`src/design/laser_bank_defines.svh`:
```
`ifndef LASER_BANK_DEFINES_SVH
`define LASER_BANK_DEFINES_SVH


// Command codes
`define CODE_MEASURED_RESULT   8'h00
`define CODE_SOURCE_SETTING    8'h01
`define CODE_MODULATION_SETTING 8'h02
`define CODE_POWER_LIMIT       8'h03

// Field layout
`define SETTING_MSB            9
`define LIMIT_MSB              6
`define LIMIT_SHIFT            3

// Reset values
`define RESET_SETTING          10'h000
`define RESET_RESULT           10'h000
`define RESET_LIMIT            7'h00
`define RESET_READ_DATA        16'h0000

`endif

```
`src/design/laser_bank_pkg.sv`:
```
package laser_bank_pkg;

    // One command from the serial front end
    typedef struct packed {
        logic [7:0]  code;
        logic        write;
        logic        read;
        logic [15:0] wdata;
    } reg_cmd_t;

    // Which converter channel a sample came from
    typedef enum logic [1:0] {
        SAMPLE_SOURCE  = 2'h1,
        SAMPLE_MONITOR = 2'h2
    } sample_kind_t;

    // One converter result
    typedef struct packed {
        logic         valid;
        sample_kind_t kind;
        logic [9:0]   code;
    } sample_t;

endpackage : laser_bank_pkg

```
`src/design/laser_current_register_bank.sv`:
```
`timescale 1ns/1ps
`include "laser_bank_defines.svh"

module laser_current_register_bank #(
    parameter int CODE_W = 10
) (
    // Clock and reset
    input  wire logic                     i_clock,
    input  wire logic                     i_rst,

    // Command port from the serial front end
    input  wire laser_bank_pkg::reg_cmd_t i_cmd,
    output logic [15:0]                   o_read_data,
    output logic                          o_read_valid,
    output logic                          o_write_refused,

    // Mode settings
    input  wire logic                     i_power_loop_enable,
    input  wire logic                     i_power_ctrl_enable,

    // Converter results
    input  wire laser_bank_pkg::sample_t  i_sample,

    // Values driven to the current sources, the captured power limit, and the captured measured result
    output logic [CODE_W-1:0]             o_source_current_value,
    output logic [CODE_W-1:0]             o_modulation_current_value,
    output logic [`LIMIT_MSB:0]           o_power_limit_value,
    output logic [CODE_W-1:0]             o_measured_result
);

    // Elaboration check
    if (CODE_W != 10) begin : g_width_check
        $error("CODE_W must be 10 to match the register fields");
    end

    // Setting registers
    logic [CODE_W-1:0]     source_q;
    logic [CODE_W-1:0]     source_d;
    logic [CODE_W-1:0]     modulation_q;
    logic [CODE_W-1:0]     modulation_d;

    // Read return and write refusal
    logic [15:0]           read_data_q;
    logic [15:0]           read_data_d;
    logic                  read_valid_q;
    logic                  read_valid_d;
    logic                  refused_q;
    logic                  refused_d;

    // Decode
    logic                  hit_source;
    logic                  hit_modulation;
    logic                  write_open;
    logic                  write_taken;

    // Captured converter values
    logic [CODE_W-1:0]     result_value;
    logic [`LIMIT_MSB:0]   limit_value;

    sample_capture #(
        .CODE_W              (CODE_W)
    ) u_capture (
        .i_clock             (i_clock),
        .i_rst               (i_rst),
        .i_sample            (i_sample),
        .i_power_loop_enable (i_power_loop_enable),
        .o_result            (result_value),
        .o_limit             (limit_value)
    );

    // Write path
    always_comb begin
        hit_source     = (i_cmd.code == `CODE_SOURCE_SETTING);
        hit_modulation = (i_cmd.code == `CODE_MODULATION_SETTING);
        write_open     = !i_power_ctrl_enable;
        write_taken    = i_cmd.write && write_open
                         && (hit_source || hit_modulation);
        source_d       = source_q;
        modulation_d   = modulation_q;
        if (write_taken && hit_source) begin
            source_d = i_cmd.wdata[`SETTING_MSB:0];
        end
        if (write_taken && hit_modulation) begin
            modulation_d = i_cmd.wdata[`SETTING_MSB:0];
        end
        refused_d = i_cmd.write && !write_taken;
    end

    always_ff @(posedge i_clock) begin
        if (i_rst) begin
            source_q     <= `RESET_SETTING;
            modulation_q <= `RESET_SETTING;
            refused_q    <= 1'b0;
        end else begin
            source_q     <= source_d;
            modulation_q <= modulation_d;
            refused_q    <= refused_d;
        end
    end

    // Read path
    always_comb begin
        read_valid_d = i_cmd.read;
        read_data_d  = read_data_q;
        if (i_cmd.read) begin
            case (i_cmd.code)
                `CODE_MEASURED_RESULT: begin
                    read_data_d = {6'h00, result_value};
                end
                `CODE_SOURCE_SETTING: begin
                    read_data_d = {6'h00, source_q};
                end
                `CODE_MODULATION_SETTING: begin
                    read_data_d = {6'h00, modulation_q};
                end
                `CODE_POWER_LIMIT: begin
                    read_data_d = {9'h000, limit_value};
                end
                default: begin
                    read_data_d = `RESET_READ_DATA;
                end
            endcase
        end
    end

    always_ff @(posedge i_clock) begin
        if (i_rst) begin
            read_data_q  <= `RESET_READ_DATA;
            read_valid_q <= 1'b0;
        end else begin
            read_data_q  <= read_data_d;
            read_valid_q <= read_valid_d;
        end
    end

    // Outputs
    assign o_read_data                = read_data_q;
    assign o_read_valid               = read_valid_q;
    assign o_write_refused            = refused_q;
    assign o_source_current_value     = source_q;
    assign o_modulation_current_value = modulation_q;
    assign o_power_limit_value        = limit_value;
    assign o_measured_result          = result_value;

    // Checks

    reset_values_a: assert property (
        @(posedge i_clock)
        i_rst |=> (o_measured_result == 10'h000) && (o_source_current_value == 10'h000)
                  && (o_modulation_current_value == 10'h000)
                  && (o_power_limit_value == 7'h00)
    ) else $error("Bank not cleared by reset");

    source_sample_load_a: assert property (
        @(posedge i_clock) disable iff (i_rst)
        (i_sample.valid && !i_power_loop_enable
         && i_sample.kind == laser_bank_pkg::SAMPLE_SOURCE)
        |=> o_measured_result == $past(i_sample.code)
    ) else $error("Source sample not loaded in constant current mode");

    monitor_sample_load_a: assert property (
        @(posedge i_clock) disable iff (i_rst)
        (i_sample.valid && i_power_loop_enable
         && i_sample.kind == laser_bank_pkg::SAMPLE_MONITOR)
        |=> o_measured_result == $past(i_sample.code)
    ) else $error("Monitor sample not loaded in power control mode");

    source_write_a: assert property (
        @(posedge i_clock) disable iff (i_rst)
        (i_cmd.write && !i_power_ctrl_enable && i_cmd.code == 8'h01)
        |=> o_source_current_value == $past(i_cmd.wdata[9:0])
    ) else $error("Source setting write lost");

    modulation_write_a: assert property (
        @(posedge i_clock) disable iff (i_rst)
        (i_cmd.write && !i_power_ctrl_enable && i_cmd.code == 8'h02)
        |=> o_modulation_current_value == $past(i_cmd.wdata[9:0])
    ) else $error("Modulation setting write lost");

    locked_write_a: assert property (
        @(posedge i_clock) disable iff (i_rst)
        (i_cmd.write && i_power_ctrl_enable)
        |=> $stable(o_source_current_value) && $stable(o_modulation_current_value)
            && o_write_refused
    ) else $error("Setting changed while controller enabled");

    setting_read_a: assert property (
        @(posedge i_clock) disable iff (i_rst)
        (i_cmd.read && i_cmd.code == 8'h01)
        |=> o_read_valid && o_read_data == {6'h00, $past(o_source_current_value)}
    ) else $error("Source setting read wrong");

    limit_read_a: assert property (
        @(posedge i_clock) disable iff (i_rst)
        (i_cmd.read && i_cmd.code == 8'h03)
        |=> o_read_data == {9'h000, $past(o_power_limit_value)}
    ) else $error("Power limit read wrong");

    limit_track_a: assert property (
        @(posedge i_clock) disable iff (i_rst)
        (i_sample.valid && i_power_loop_enable
         && i_sample.kind == laser_bank_pkg::SAMPLE_MONITOR)
        |=> o_power_limit_value == $past(i_sample.code[9:3])
    ) else $error("Power limit not following monitor sample");

    reserved_zero_a: assert property (
        @(posedge i_clock) disable iff (i_rst)
        o_read_valid |-> o_read_data[15:10] == 6'h00
    ) else $error("Reserved bits read nonzero");

    // Handshake, hold and decode checks

    reset_outputs_a: assert property (
        @(posedge i_clock)
        i_rst |=> !o_read_valid && !o_write_refused
                  && (o_read_data == 16'h0000)
    ) else $error("Command outputs not cleared by reset");

    read_pulse_a: assert property (
        @(posedge i_clock) disable iff (i_rst)
        i_cmd.read
        |=> o_read_valid
    ) else $error("Read not answered one cycle later");

    read_idle_a: assert property (
        @(posedge i_clock) disable iff (i_rst)
        !i_cmd.read
        |=> !o_read_valid && $stable(o_read_data)
    ) else $error("Read answer without a read");

    refused_idle_a: assert property (
        @(posedge i_clock) disable iff (i_rst)
        !i_cmd.write
        |=> !o_write_refused
    ) else $error("Refusal without a write");

    open_write_a: assert property (
        @(posedge i_clock) disable iff (i_rst)
        (i_cmd.write && !i_power_ctrl_enable
         && (i_cmd.code == 8'h01 || i_cmd.code == 8'h02))
        |=> !o_write_refused
    ) else $error("Open setting write refused");

    readonly_write_a: assert property (
        @(posedge i_clock) disable iff (i_rst)
        (i_cmd.write && (i_cmd.code == 8'h00 || i_cmd.code == 8'h03))
        |=> o_write_refused && $stable(o_source_current_value)
            && $stable(o_modulation_current_value)
    ) else $error("Write to read-only register taken");

    modulation_read_a: assert property (
        @(posedge i_clock) disable iff (i_rst)
        (i_cmd.read && i_cmd.code == 8'h02)
        |=> o_read_valid
            && o_read_data == {6'h00, $past(o_modulation_current_value)}
    ) else $error("Modulation setting read wrong");

    result_read_a: assert property (
        @(posedge i_clock) disable iff (i_rst)
        (i_cmd.read && i_cmd.code == 8'h00)
        |=> o_read_valid
            && o_read_data == {6'h00, $past(o_measured_result)}
    ) else $error("Measured result read wrong");

    limit_reserved_a: assert property (
        @(posedge i_clock) disable iff (i_rst)
        (i_cmd.read && i_cmd.code == 8'h03)
        |=> o_read_valid && (o_read_data[15:7] == 9'h000)
    ) else $error("Power limit reserved bits nonzero");

    unmapped_read_a: assert property (
        @(posedge i_clock) disable iff (i_rst)
        (i_cmd.read && i_cmd.code > 8'h03)
        |=> o_read_valid && (o_read_data == 16'h0000)
    ) else $error("Unmapped code read nonzero");

    source_hold_a: assert property (
        @(posedge i_clock) disable iff (i_rst)
        !(i_cmd.write && !i_power_ctrl_enable && i_cmd.code == 8'h01)
        |=> $stable(o_source_current_value)
    ) else $error("Source setting changed without a write");

    modulation_hold_a: assert property (
        @(posedge i_clock) disable iff (i_rst)
        !(i_cmd.write && !i_power_ctrl_enable && i_cmd.code == 8'h02)
        |=> $stable(o_modulation_current_value)
    ) else $error("Modulation setting changed without a write");

    result_hold_a: assert property (
        @(posedge i_clock) disable iff (i_rst)
        !(i_sample.valid
          && ((!i_power_loop_enable && i_sample.kind == laser_bank_pkg::SAMPLE_SOURCE)
              || (i_power_loop_enable && i_sample.kind == laser_bank_pkg::SAMPLE_MONITOR)))
        |=> $stable(o_measured_result)
    ) else $error("Result changed without a matching sample");

    limit_hold_a: assert property (
        @(posedge i_clock) disable iff (i_rst)
        (i_power_loop_enable
         && !(i_sample.valid && i_sample.kind == laser_bank_pkg::SAMPLE_MONITOR))
        |=> $stable(o_power_limit_value)
    ) else $error("Power limit changed without a monitor sample");

endmodule : laser_current_register_bank

```
`src/design/sample_capture.sv`:
```
`timescale 1ns/1ps
`include "laser_bank_defines.svh"

module sample_capture #(
    parameter int CODE_W = 10
) (
    // Clock and reset
    input  wire logic                     i_clock,
    input  wire logic                     i_rst,
    // Converter and mode
    input  wire laser_bank_pkg::sample_t  i_sample,
    input  wire logic                     i_power_loop_enable,
    // Captured values
    output logic [CODE_W-1:0]             o_result,
    output logic [`LIMIT_MSB:0]           o_limit
);

    // Elaboration check
    if (CODE_W != 10) begin : g_width_check
        $error("CODE_W must be 10 to match the converter code");
    end

    logic [CODE_W-1:0]     result_q;
    logic [CODE_W-1:0]     result_d;
    logic [`LIMIT_MSB:0]   limit_q;
    logic [`LIMIT_MSB:0]   limit_d;
    logic                  take_source;
    logic                  take_monitor;

    always_comb begin
        take_source  = i_sample.valid && !i_power_loop_enable
                       && (i_sample.kind == laser_bank_pkg::SAMPLE_SOURCE);
        take_monitor = i_sample.valid && i_power_loop_enable
                       && (i_sample.kind == laser_bank_pkg::SAMPLE_MONITOR);
        result_d = result_q;
        limit_d  = limit_q;
        if (take_source || take_monitor) begin
            result_d = i_sample.code;
        end
        if (take_monitor) begin
            limit_d = 7'(i_sample.code >> `LIMIT_SHIFT);
        end
    end

    always_ff @(posedge i_clock) begin
        if (i_rst) begin
            result_q <= `RESET_RESULT;
            limit_q  <= `RESET_LIMIT;
        end else begin
            result_q <= result_d;
            limit_q  <= limit_d; // Held in constant current mode
        end
    end

    assign o_result = result_q;
    assign o_limit  = limit_q;

endmodule : sample_capture

```
`config.mk`:
```
export PLATFORM = sky130hd
export DESIGN_NAME = laser_current_register_bank
export DESIGN_NICKNAME = d
export VERILOG_FILES = /design/src/design/laser_bank_pkg.sv /design/src/design/laser_current_register_bank.sv /design/src/design/sample_capture.sv
export VERILOG_INCLUDE_DIRS = /design/src /design/src/design
export SDC_FILE = /design/constraint.sdc
export NUM_CORES = 1
export LEC_CHECK = 0
export ABC_AREA = 1
export CAP_MARGIN = 25
export CORE_ASPECT_RATIO = 0.8
export CORE_MARGIN = 4
export CORE_UTILIZATION = 55
export CTS_BUF_LIST = sky130_fd_sc_hd__clkbuf_8
export DETAILED_ROUTE_END_ITERATION = 8
export DONT_BUFFER_PORTS = 1
export PLACE_DENSITY_LB_ADDON = 0.08
export SYNTH_ARGS = -nofsm -noshare
export SYNTH_HDL_FRONTEND = slang
export SYNTH_SLANG_ARGS = --single-unit
export TNS_END_PERCENT = 100
```
`constraint.sdc`:
```
create_clock -name i_clock -period 2.75 [get_ports i_clock]
set_clock_uncertainty 0.2 [all_clocks]
set_input_delay 0.55 -clock i_clock [delete_from_list [all_inputs] [get_ports i_clock]]
set_output_delay 0.55 -clock i_clock [all_outputs]
set_load 0.05 [all_outputs]
```
Yosys cells after proc, flatten, opt, wreduce, memory -nomap -nowiden
Cells that the tools add are included.
Widths: inputs -> output; s select.
{ "totals": {"word_cells": 28, "out_inout_bits": 55, "inputBits": 43, "ff_bits": 55} }
{ "classes": {"reduce_logical": 15, "eq_ne": 5, "n_mux": 1} }
{ "op_table": {"columns": ["op", "count"], "rows": [
  ["$pmux 10 s4", 1],
  ["$eq 8x2->1 const B", 2],
  ["$logic_and 1x1->1", 9],
  ["$eq 8x1->1 const B", 1],
  ["$logic_not 8->1", 1],
  ["$logic_not 1->1", 3],
  ["$eq 2x1->1 const B", 1],
  ["$eq 2x2->1 const B", 1],
  ["$logic_or 1x1->1", 2]
]} }

Longest topological paths before layout
Gate-level depths: netlist of the first run.
{ "depth": {"ltp_word": 5, "mapped_depth": 9, "mapped_depth_nobuf": 9} }

Modules after synthesis
Synthesis of the first run repeated with hierarchy kept, for this count alone.
{ "unflattened": {"hier_cells": 320, "area_unflattened_um2": 2326.0} }
{ "modules_own_cells": {"columns": ["module", "seq_area_each_um2", "area_each_um2", "cells_per_inst", "n_inst"], "rows": [
  ["laser_current_register_bank", 640.6, 1555.2, 216, 1],
  ["sample_capture", 340.3, 770.7, 104, 1]
]} }

Worst setup path before layout of the first run
Ideal clock, no wire load.
{ "synth_path": {"path_kind": "input to register", "start": "in i_cmd[20] (netlist bit)", "end": "reg modulation_q[1] (netlist: o_modulation_current_value[1])", "path_slack_ps": 1028, "required_ps": 2432, "stages": 7, "setup_ps": 118, "t_arrival_ps": 1404, "n_path_buf": 1, "cell_sequence": "inv_1 nand2_2 nor2_4 nand2_4 nor3_4 buf_4 a21oi_2"} }
{ "synth_via": {"elab_chain_cells": 4, "elab_cells_between_ends": 5, "classes_between": "2 x eq/ne; 3 x reduce/logical"} }
{ "synth_lines": {"columns": ["item", "line", "text"], "rows": [
  ["start, declared", "laser_current_register_bank.sv:12", "input wire laser_bank_pkg::reg_cmd_t i_cmd,"],
  ["$eq 8x1->1 or $eq 8x2->1 (tied branches)", null, null],
  ["$logic_or 1x1->1", "laser_current_register_bank.sv:77", "&& (hit_source || hit_modulation);"],
  ["$logic_and 1x1->1", "laser_current_register_bank.sv:77", null],
  ["$logic_and 1x1->1 (*)", "laser_current_register_bank.sv:83", "if (write_taken && hit_modulation) begin"],
  ["end signal, assigned", "laser_current_register_bank.sv:92", "modulation_q <= `RESET_SETTING;"],
  ["end signal, assigned", "laser_current_register_bank.sv:96", "modulation_q <= modulation_d;"],
  ["end, declared", "laser_current_register_bank.sv:39", "logic [CODE_W-1:0] modulation_q;"]
]} }
Every way passes the cells marked *; elsewhere a longest branch is shown, timed or not.
A chain may end at the register's enable or synchronous reset.

Final worst setup path of the first run
{ "layout_path": {"start": "in i_cmd[25] (netlist bit)", "end": "reg source_q[6] (netlist: o_source_current_value[6])"} }
{ "layout_via": {"elab_chain_cells": 4, "elab_cells_between_ends": 5, "classes_between": "2 x eq/ne; 3 x reduce/logical"} }
{ "layout_lines": {"columns": ["item", "line", "text"], "rows": [
  ["$eq 8x1->1 or $eq 8x2->1 (tied branches)", null, null],
  ["$logic_or 1x1->1", "laser_current_register_bank.sv:77", null],
  ["$logic_and 1x1->1", "laser_current_register_bank.sv:77", null],
  ["$logic_and 1x1->1 (*)", "laser_current_register_bank.sv:80", "if (write_taken && hit_source) begin"],
  ["end signal, assigned", "laser_current_register_bank.sv:91", "source_q <= `RESET_SETTING;"],
  ["end signal, assigned", "laser_current_register_bank.sv:95", "source_q <= source_d;"],
  ["end, declared", "laser_current_register_bank.sv:37", "logic [CODE_W-1:0] source_q;"]
]} }
Marks and branches as above.

==> results of run 1 <==
==> registers in the layout, summed over array words and instances (netlist names) <==
register                    flops
o_write_refused                 1
o_read_valid                    1
o_modulation_current_value     10
u_capture.o_result             10
u_capture.o_limit               7
o_source_current_value         10
o_read_data                    10
==> Yosys cell counts, drive strengths merged <==
cell,n
nor2,45
conb,1
nor3,3
clkinv,1
buf,13
o21ai,44
a21oi,30
clkbuf,7
nand2,50
inv,22
dfxtp,49
nand3,29
==> cells by family after synthesis <==
logic type	after synthesis	synth area share, %
DFF	49	44.32
and+or+nand+nor	127	26.23
AOI/OAI and AO/OA	74	19.79
buffers and inverters	43	9.497
other	1	0.1694
==> through the flow <==
stage | hold WS [ps] | cell area [µm²] | setup WS (ps) | total power [mW] | util (%)
floorplan | 419.1 | 2232 | 1028 | 0.8783 | -
global placement | 420.9 | 2230 | 704.7 | 0.8848 | 58.24
detailed placement | 422.3 | 2230 | 655.6 | 0.8863 | 58.24
CTS | 100.5 | 2312 | 965.7 | 1.281 | 60.39
global route | 90.57 | 2312 | 787.0 | 1.326 | 60.39
finish | 103.0 | 2312 | 971.3 | 1.274 | 60.39
==> final cells by class <==
cell class                 instances  area (µm²)
sequential                        49       980.9
inverter                          23       86.33
multi-input combinational        207        1041
timing repair buffer               7       52.55
clock buffer                       5       68.82
fill                             381        1516
tap                               55       68.82
clock inverter                     3       13.76
==> layer usage <==
metal  wire length [µm]  GRT usage (%)
met1               2377          29.13
met2               2351          32.84
met3                653          9.444
met4                 51          6.867
met5                  0              0
==> power by group <==
part / internal, mW / switching (mW)
clock network: 0.173 / 0.232
registers: 0.723 / 0.0625
logic: 0.0197 / 0.0645
==> path summary, 6_finish.rpt <==
check                               startpoint                                      to  cells past startpoint
max reg2reg  u_capture.o_limit[3]$_SDFFE_PP0P_             o_read_data[3]$_SDFFE_PP0P_                      4
min reg2reg        o_read_data[4]$_SDFFE_PP0P_             o_read_data[4]$_SDFFE_PP0P_                      2
max                                  i_cmd[25]  o_source_current_value[6]$_SDFFE_PP0P_                      8
min                                      i_rst             o_read_data[9]$_SDFFE_PP0P_                      1
==> flow_summary.ini, run 1 <==
[grt]
antenna_found_initial = 0
grt_max_degree = 27
grt_pass1_vias = 1737
grt_overflow = 0
grt_pass1_wl_mm = 8.818
grt_usage_pct = 22.12

[timing]
finalMaxSlewViolations = 0
hold_viol = 0
rsz0062_at_grt = no
tns_ps = 0
worst_pin_slew_ps = 592.7
max_freq_ghz = 0.5622
timing.final.crit_period_ps = 1779
finalSetupViolations = 0
finalCritPeriodShare_pct = 64.68
slew_headroom_pct = 60.43

[placed_design]
dp_hpwl_mm = 4.194
place.gp.congestion = 0.8001
port_buffers = 0
dp_cells = 341

[synth]
yosysSeqAreaShare_pct = 44.32
synth_cells = 294
syn-cell-area_mm2 = 0.002213
yosysWarnings = 0
synth_area_leaders = dfxtp_1 44%, nand2_1 7.8%, a21oi_2 7.1%
synth_top_area_share_pct = 44.32
synth_area_leader_cell = dfxtp_1
avgSynthCellArea_um2 = 7.528
synth_cell_type_count = 23
synth_seq_cells = 49

[die]
die_w_um = 78.93
die_y_um = 64.74
ios = 98
num_rows = 20
core_mm2 = 0.003829
start_util_pct = 57.81
dieArea_mm2 = 0.005110

[layout]
layout_commonest_cell = dfxtp_1
drive_gt1_share_pct = 14.29
diodes = 0
nets = 336
area_growth_pct = 4.466
mostFrequentLayoutCells = 49 x dfxtp_1, 46 x nand2_1, 42 x nor2_1
finalNonFillerCells = 349

[routing]
drc = 0
ant_nets = 0
via_count = 1846
firstDrtPassIters = 4
routed_wl_mm = 5.433
routed_via_density = 5.289
initialDrtViolationCount = 135
wire_per_inst_um = 15.57

[worst_setup_path]
required_ps = 2790
reg2reg_slack_ps = 1280
worst_setup_path_start_kind = input pin
cp_num_buf_inv = 2
crit_type = input pin to flip-flop
max_stage_delay_ps = 350
cp_top_family = buffers and inverters
cp_max_fo = 26
endpoint_kind = flip-flop
slowest_stage = inv_2
crit_chain = nor2_1 > nand2_1 > inv_2 > nand2_2 > nor3_4 > buf_4 > o21ai_1 > a21oi_2
cp.arrival_ps = 1820

[clock_tree]
cts_max_level = 2
holdBufCountCts = 0
cts_resized = 0
cts_root_buffer = clkbuf_8
post-cts-setup-buffers = 0
cts_buffer_depth = 2
clock_sinks = 49
clk_pin_slew_ps = 90
numCtsBuffers = 5
cts_tree = done
insertion_delay_ps = 300

[pwr]
p_per_area_mw_per_mm2 = 551.1
p_leak_nw = 1.018
ir_worst_vdd_mv = 0.3150

[outcome]
status = complete, no violations

[worst_hold_path]
hold_class = input pin to flip-flop

[flow_run]
maxCapViolations = 0
Power figures use the tool's default switching activity.
==> run 2: changes to the inputs <==
==> constraint.sdc (replaced) <==
create_clock -name i_clock -period 1.55 [get_ports i_clock]
set_clock_uncertainty 0.2 [all_clocks]
set_input_delay 0.31 -clock i_clock [delete_from_list [all_inputs] [get_ports i_clock]]
set_output_delay 0.31 -clock i_clock [all_outputs]
set_load 0.05 [all_outputs]
==> run 2 against run 1 <==
  * Global-route usage grew 2.4 points
  * Critical path depth shrank 8
  * Total power grew 87%
  * Cell area grew 27%
  * Largest power group unchanged
==> flow_summary.ini, run 2 (synthesis results as in run 1) <==
[layout]
drive_gt1_share_pct = 25.14
seq_area_um2 = 980.9
fill_cells = 288
area_growth_pct = 33.13
finalNonFillerCells = 422
final_area_mm2 = 0.002947
layout_commonest_cell = buf_4
post-route-util_pct = 76.96
mostFrequentLayoutCells = 56 x buf_4, 49 x dfxtp_1, 46 x nand2_1
multi_input_area_mm2 = 0.001041
nets = 409

[worst_setup_path]
endpoint_kind = primary output
worst_setup_path_start_kind = flip-flop
cp_max_fo = 2
cp_num_cells = 0
cp.arrival_ps = 960
required_ps = 1040
reg2reg_depth = 2
crit_type = flip-flop to primary output

[placed_design]
dp_cells = 392
dp_hpwl_mm = 4.375
place.gp.congestion = 0.8011
dpl_worst_slack_ps = -6.643
port_buffers = 0
placed_cell_area_mm2 = 0.002638

[grt]
use_met1_pct = 31.98
grt_pass1_vias = 2039
grt_util_met2_pct = 38.24
busiest_layer = met2
grt_util_met3_pct = 7.361
grt_pass1_wl_mm = 9.798
grt_max_degree = 39
antenna_found_initial = 0
grt_usage_pct = 24.48
grt_overflow = 0

[clock_tree]
cts_max_level = 2
clk_pin_slew_ps = 80
cts_root_buffer = clkbuf_8
clock_sinks = 49
post-cts-setup-buffers = 0
cts_buffer_depth = 2
cts_tree = done
insertion_delay_ps = 300
numCtsBuffers = 5

[pwr]
switching_share_pct = 27.09
p_leak_nw = 1.392
switchingPower_mw = 0.6454
clock_power_share_pct = 31.2
total_power_mw = 2.382
p_int_mw = 1.737
p_per_area_mw_per_mm2 = 808.4
ir_worst_vdd_mv = 0.7201
combPwrFrac_pct = 13.9
pwr-share-seq_pct = 54.9

[routing]
routed_wl_mm = 6.082
via_count = 2207
ant_nets = 0
drc = 0
initialDrtViolationCount = 157
firstDrtPassIters = 4
routed_via_density = 5.230
wire_per_inst_um = 14.41

[outcome]
status = complete, no violations

[die]
die_w_um = 78.93
ios = 98
core_mm2 = 0.003829
dieArea_mm2 = 0.005110
num_rows = 20
die_y_um = 64.74
start_util_pct = 57.81

[timing]
max_freq_ghz = 0.6818
rsz0062_at_grt = no
tns_ps = 0
fin_ws_ps = 83.34
hold_viol = 0
finalCritPeriodShare_pct = 94.62
finalMaxSlewViolations = 0
timing.final.crit_period_ps = 1467
worst_pin_slew_ps = 524.9
finalSetupViolations = 0
final.hold.worst_slack_ps = 10.99
slew_headroom_pct = 64.96

[worst_hold_path]
hold_class = input pin to flip-flop
worstHoldPathCells = 2

[flow_run]
maxCapViolations = 0
## run 2: cell count changes in the layout (fill, tap and decap cells not counted), sizes merged
cell,before,now
clkbuf,5,6
dlygate4sd3,0,22
diode,0,1
buf,7,58
clkinv,3,1
## run 2: cell type report
type	instances	area share (%)
antenna	1	0.08493
clock buffer	6	2.803
clock inverter	1	0.1274
inverter	23	2.930
multi-input combinational	207	35.33
sequential	49	33.29
tap	55	2.335
timing repair buffer	80	23.10
## run 2: timing repair
action,CTS,global route
hold endpoints to repair,43,0
hold buffers,22,0
gates resized for setup,0,0
## run 2: worst paths after layout
path	startpoint	endpoint	slack, ps
worst max register to register	o_read_data[5]$_SDFFE_PP0P_	o_read_data[5]$_SDFFE_PP0P_	360
worst min register to register	o_read_data[8]$_SDFFE_PP0P_	o_read_data[8]$_SDFFE_PP0P_	270
worst max-delay path	o_read_data[5]$_SDFFE_PP0P_	o_read_data[5]	80
worst min-delay path	i_cmd[3]	o_source_current_value[3]$_SDFFE_PP0P_	10
## run 2: per-layer routing
layer | vias to the layer above | wire, µm
met5 | - | 0
met1 | 997 | 2577
li1 | 1092 | -
met3 | 11 | 672
met2 | 107 | 2733
met4 | 0 | 98
## run 2: power groups by stage
stage / Clock, mW / Combinational [mW] / Sequential (mW)
after detailed placement: 0 / 0.275 / 1.34
final: 0.743 / 0.332 / 1.31
after global placement: 0 / 0.271 / 1.34
after global routing: 0.800 / 0.353 / 1.31
after CTS: 0.760 / 0.328 / 1.31
after floorplan: 0 / 0.144 / 1.41
==> run 3: changes to the inputs <==
--- a/config.mk
+++ b/config.mk
@@ -6,7 +6,6 @@
 export SDC_FILE = /design/constraint.sdc
 export NUM_CORES = 1
 export LEC_CHECK = 0
-export ABC_AREA = 1
 export CAP_MARGIN = 25
 export CORE_ASPECT_RATIO = 0.8
 export CORE_MARGIN = 4
==> run 3 against run 2 <==
  * Synthesized cell count shrank 20%
  * Fmax shrank 4.0%
  * Area after synthesis rose by 8.3%
  * Core utilization shrank 3.4 points
  * Via count fell by 3.3%
  * Worst hold slack got worse by 9.0 ps
  * Global-route usage up 1.1 points
  * Die area up 7.3%
  * Clock-buffer cell count is the same
  * Clock power grew 0.8%
  * Sequential power hardly changed
  * Flip-flop and latch count is the same
  * Critical path type is now input pin to flip-flop
  * Largest cell class unchanged
  * Largest power group unchanged
==> flow_summary.ini, run 3 <==
[worst_setup_path]
endpoint_kind = flip-flop
crit_chain = or4b_4 > o31ai_2 > a21oi_1
max_stage_delay_ps = 700
crit_type = input pin to flip-flop
timing.rr.start = o_modulation_current_value[5]$_SDFFE_PP0P_
slowest_stage = or4b_4
cp_num_buf_inv = 0
cp_top_family = simple AND/OR/NAND/NOR gates
worst_setup_path_start_kind = input pin
cp.arrival_ps = 1500
required_ps = 1530
startpoint = i_power_ctrl_enable
cp_max_fo = 21
reg2reg_slack_ps = 180

[routing]
ant_nets = 0
drc = 0
initialDrtViolationCount = 187
firstDrtPassIters = 4
routed_via_density = 6.028
routed_wl_mm = 7.065
via_count = 2134
wire_per_inst_um = 19.96

[die]
die_w_um = 81.80
core_mm2 = 0.004204
dieArea_mm2 = 0.005483
start_util_pct = 56.99
num_rows = 21
die_y_um = 67.04
ios = 98

[synth]
synth_top_area_share_pct = 40.94
yosys.area_share.simple_pct = 18.69
syn-cell-area_mm2 = 0.002396
synth_area_leader_cell = dfxtp_1
synth_top_family_by_area = simple AND/OR/NAND/NOR gates
yosys-top-cells-count = 49 x dfxtp_1, 22 x nand2b_1, 20 x a21oi_1, 20 x mux2i_1, 20 x nand4_1
synth_seq_cells = 49
synth_edf_count = 0
async_flop_share_pct = 0
synth_mux_area_share_pct = 14.93
synth_cell_type_count = 32
synth_compound_area_share_pct = 17.55
synthAdderAreaFrac_pct = 0
avgSynthCellArea_um2 = 10.20
synth_area_leaders = dfxtp_1 41%, mux2i_1 8.4%, mux4_2 6.6%
yosysWarnings = 0
ys.flop_type = dfxtp_1
synth_xor_area_share_pct = 0
synth_cells = 235
yosysSeqAreaShare_pct = 40.94
yosysMostFrequentCell = dfxtp_1

[clock_tree]
clock_sinks = 49
post-cts-setup-buffers = 0
cts_root_buffer = clkbuf_8
cts_tree = done
insertion_delay_ps = 300
numCtsBuffers = 5
cts_buffer_depth = 2
clk_pin_slew_ps = 90
cts_max_level = 2

[placed_design]
placed_cell_area_mm2 = 0.002730
dp_hpwl_mm = 4.831
dp_cells = 321
place.gp.congestion = 0.9539
dpl_worst_slack_ps = -214.4
port_buffers = 0

[grt]
grt_usage_pct = 25.61
grt_max_degree = 34
grt_pass1_vias = 2004
grt_pass1_wl_mm = 10.45
grt_overflow = 0
antenna_found_initial = 0

[layout]
finalNonFillerCells = 354
post-route-util_pct = 73.54
mostFrequentLayoutCells = 54 x buf_4, 49 x dfxtp_1, 25 x dlygate4sd3_1
drive_gt1_share_pct = 27.95
area_growth_pct = 29.03
final_area_mm2 = 0.003092
layout_commonest_cell = buf_4
nets = 340
diodes = 0
fill_cells = 316

[pwr]
p_int_mw = 1.751
p_leak_nw = 1.251
pwr-share-seq_pct = 54.8
ir_worst_vdd_mv = 0.6880
switching_share_pct = 25.89
combPwrFrac_pct = 13.5
total_power_mw = 2.362
p_per_area_mw_per_mm2 = 764.1
switchingPower_mw = 0.6116
clock_power_share_pct = 31.7

[timing]
max_freq_ghz = 0.6545
fin_ws_ps = 22.14
hold_viol = 0
tns_ps = 0
rsz0062_at_grt = no
finalMaxSlewViolations = 0
finalCritPeriodShare_pct = 98.57
timing.final.crit_period_ps = 1528
worst_pin_slew_ps = 544.6
final.hold.worst_slack_ps = 1.978
slew_headroom_pct = 63.70
finalSetupViolations = 0

[worst_hold_path]
hold_class = input pin to flip-flop
worstHoldStart = i_rst

[outcome]
status = complete, no violations

[flow_run]
maxCapViolations = 0
-- run 3: logic make-up after synthesis --
kind of cell | after synthesis
and+or+nand+nor | 70
muxes | 27
other | 1
DFF | 49
buffers and inverters | 33
AOI/OAI and AO/OA | 55
-- run 3: path summary, 6_finish.rpt --
check / cells past startpoint / endpoint
worst max register to register: 2 / o_read_data[5]$_SDFFE_PP0P_
worst min register to register: 2 / o_modulation_current_value[9]$_SDFFE_PP0P_
worst min-delay path: 2 / u_capture.o_result[2]$_SDFFE_PP0P_
worst max-delay path: 3 / o_source_current_value[4]$_SDFFE_PP0P_
-- run 3: layout make-up --
type | count | area, µm² | share of cell area, %
Timing Repair Buffer | 80 | 675.6 | 21.85
Clock inverter | 1 | 3.754 | 0.1214
Tap cell | 57 | 71.32 | 2.307
Clock buffer | 6 | 82.58 | 2.671
Multi-Input combinational cell | 158 | 1266 | 40.95
Sequential cell | 49 | 980.9 | 31.73
Inverter | 3 | 11.26 | 0.3642
-- run 3: power by group through the flow --
stage	logic, mW	clock network, mW	registers [mW]
floorplan	0.181	0	1.37
global placement	0.231	0	1.32
detailed placement	0.236	0	1.32
CTS	0.311	0.753	1.29
global route	0.335	0.797	1.30
finish	0.320	0.749	1.29
-- run 3: routing by layer --
metal | track usage [%] | vias to the layer above | wire, µm
met5 | 0 | - | 0
met4 | 5.602 | 0 | 155
met3 | 7.568 | 15 | 750
met2 | 42.94 | 97 | 3480
met1 | 32.41 | 1038 | 2678
li1 | - | 984 | -
-- run 3: timing repair --
item,CTS,global route
endpoints found under the setup margin,0,1
hold endpoints to repair,42,1
resized for setup,0,1
hold buffers,25,1
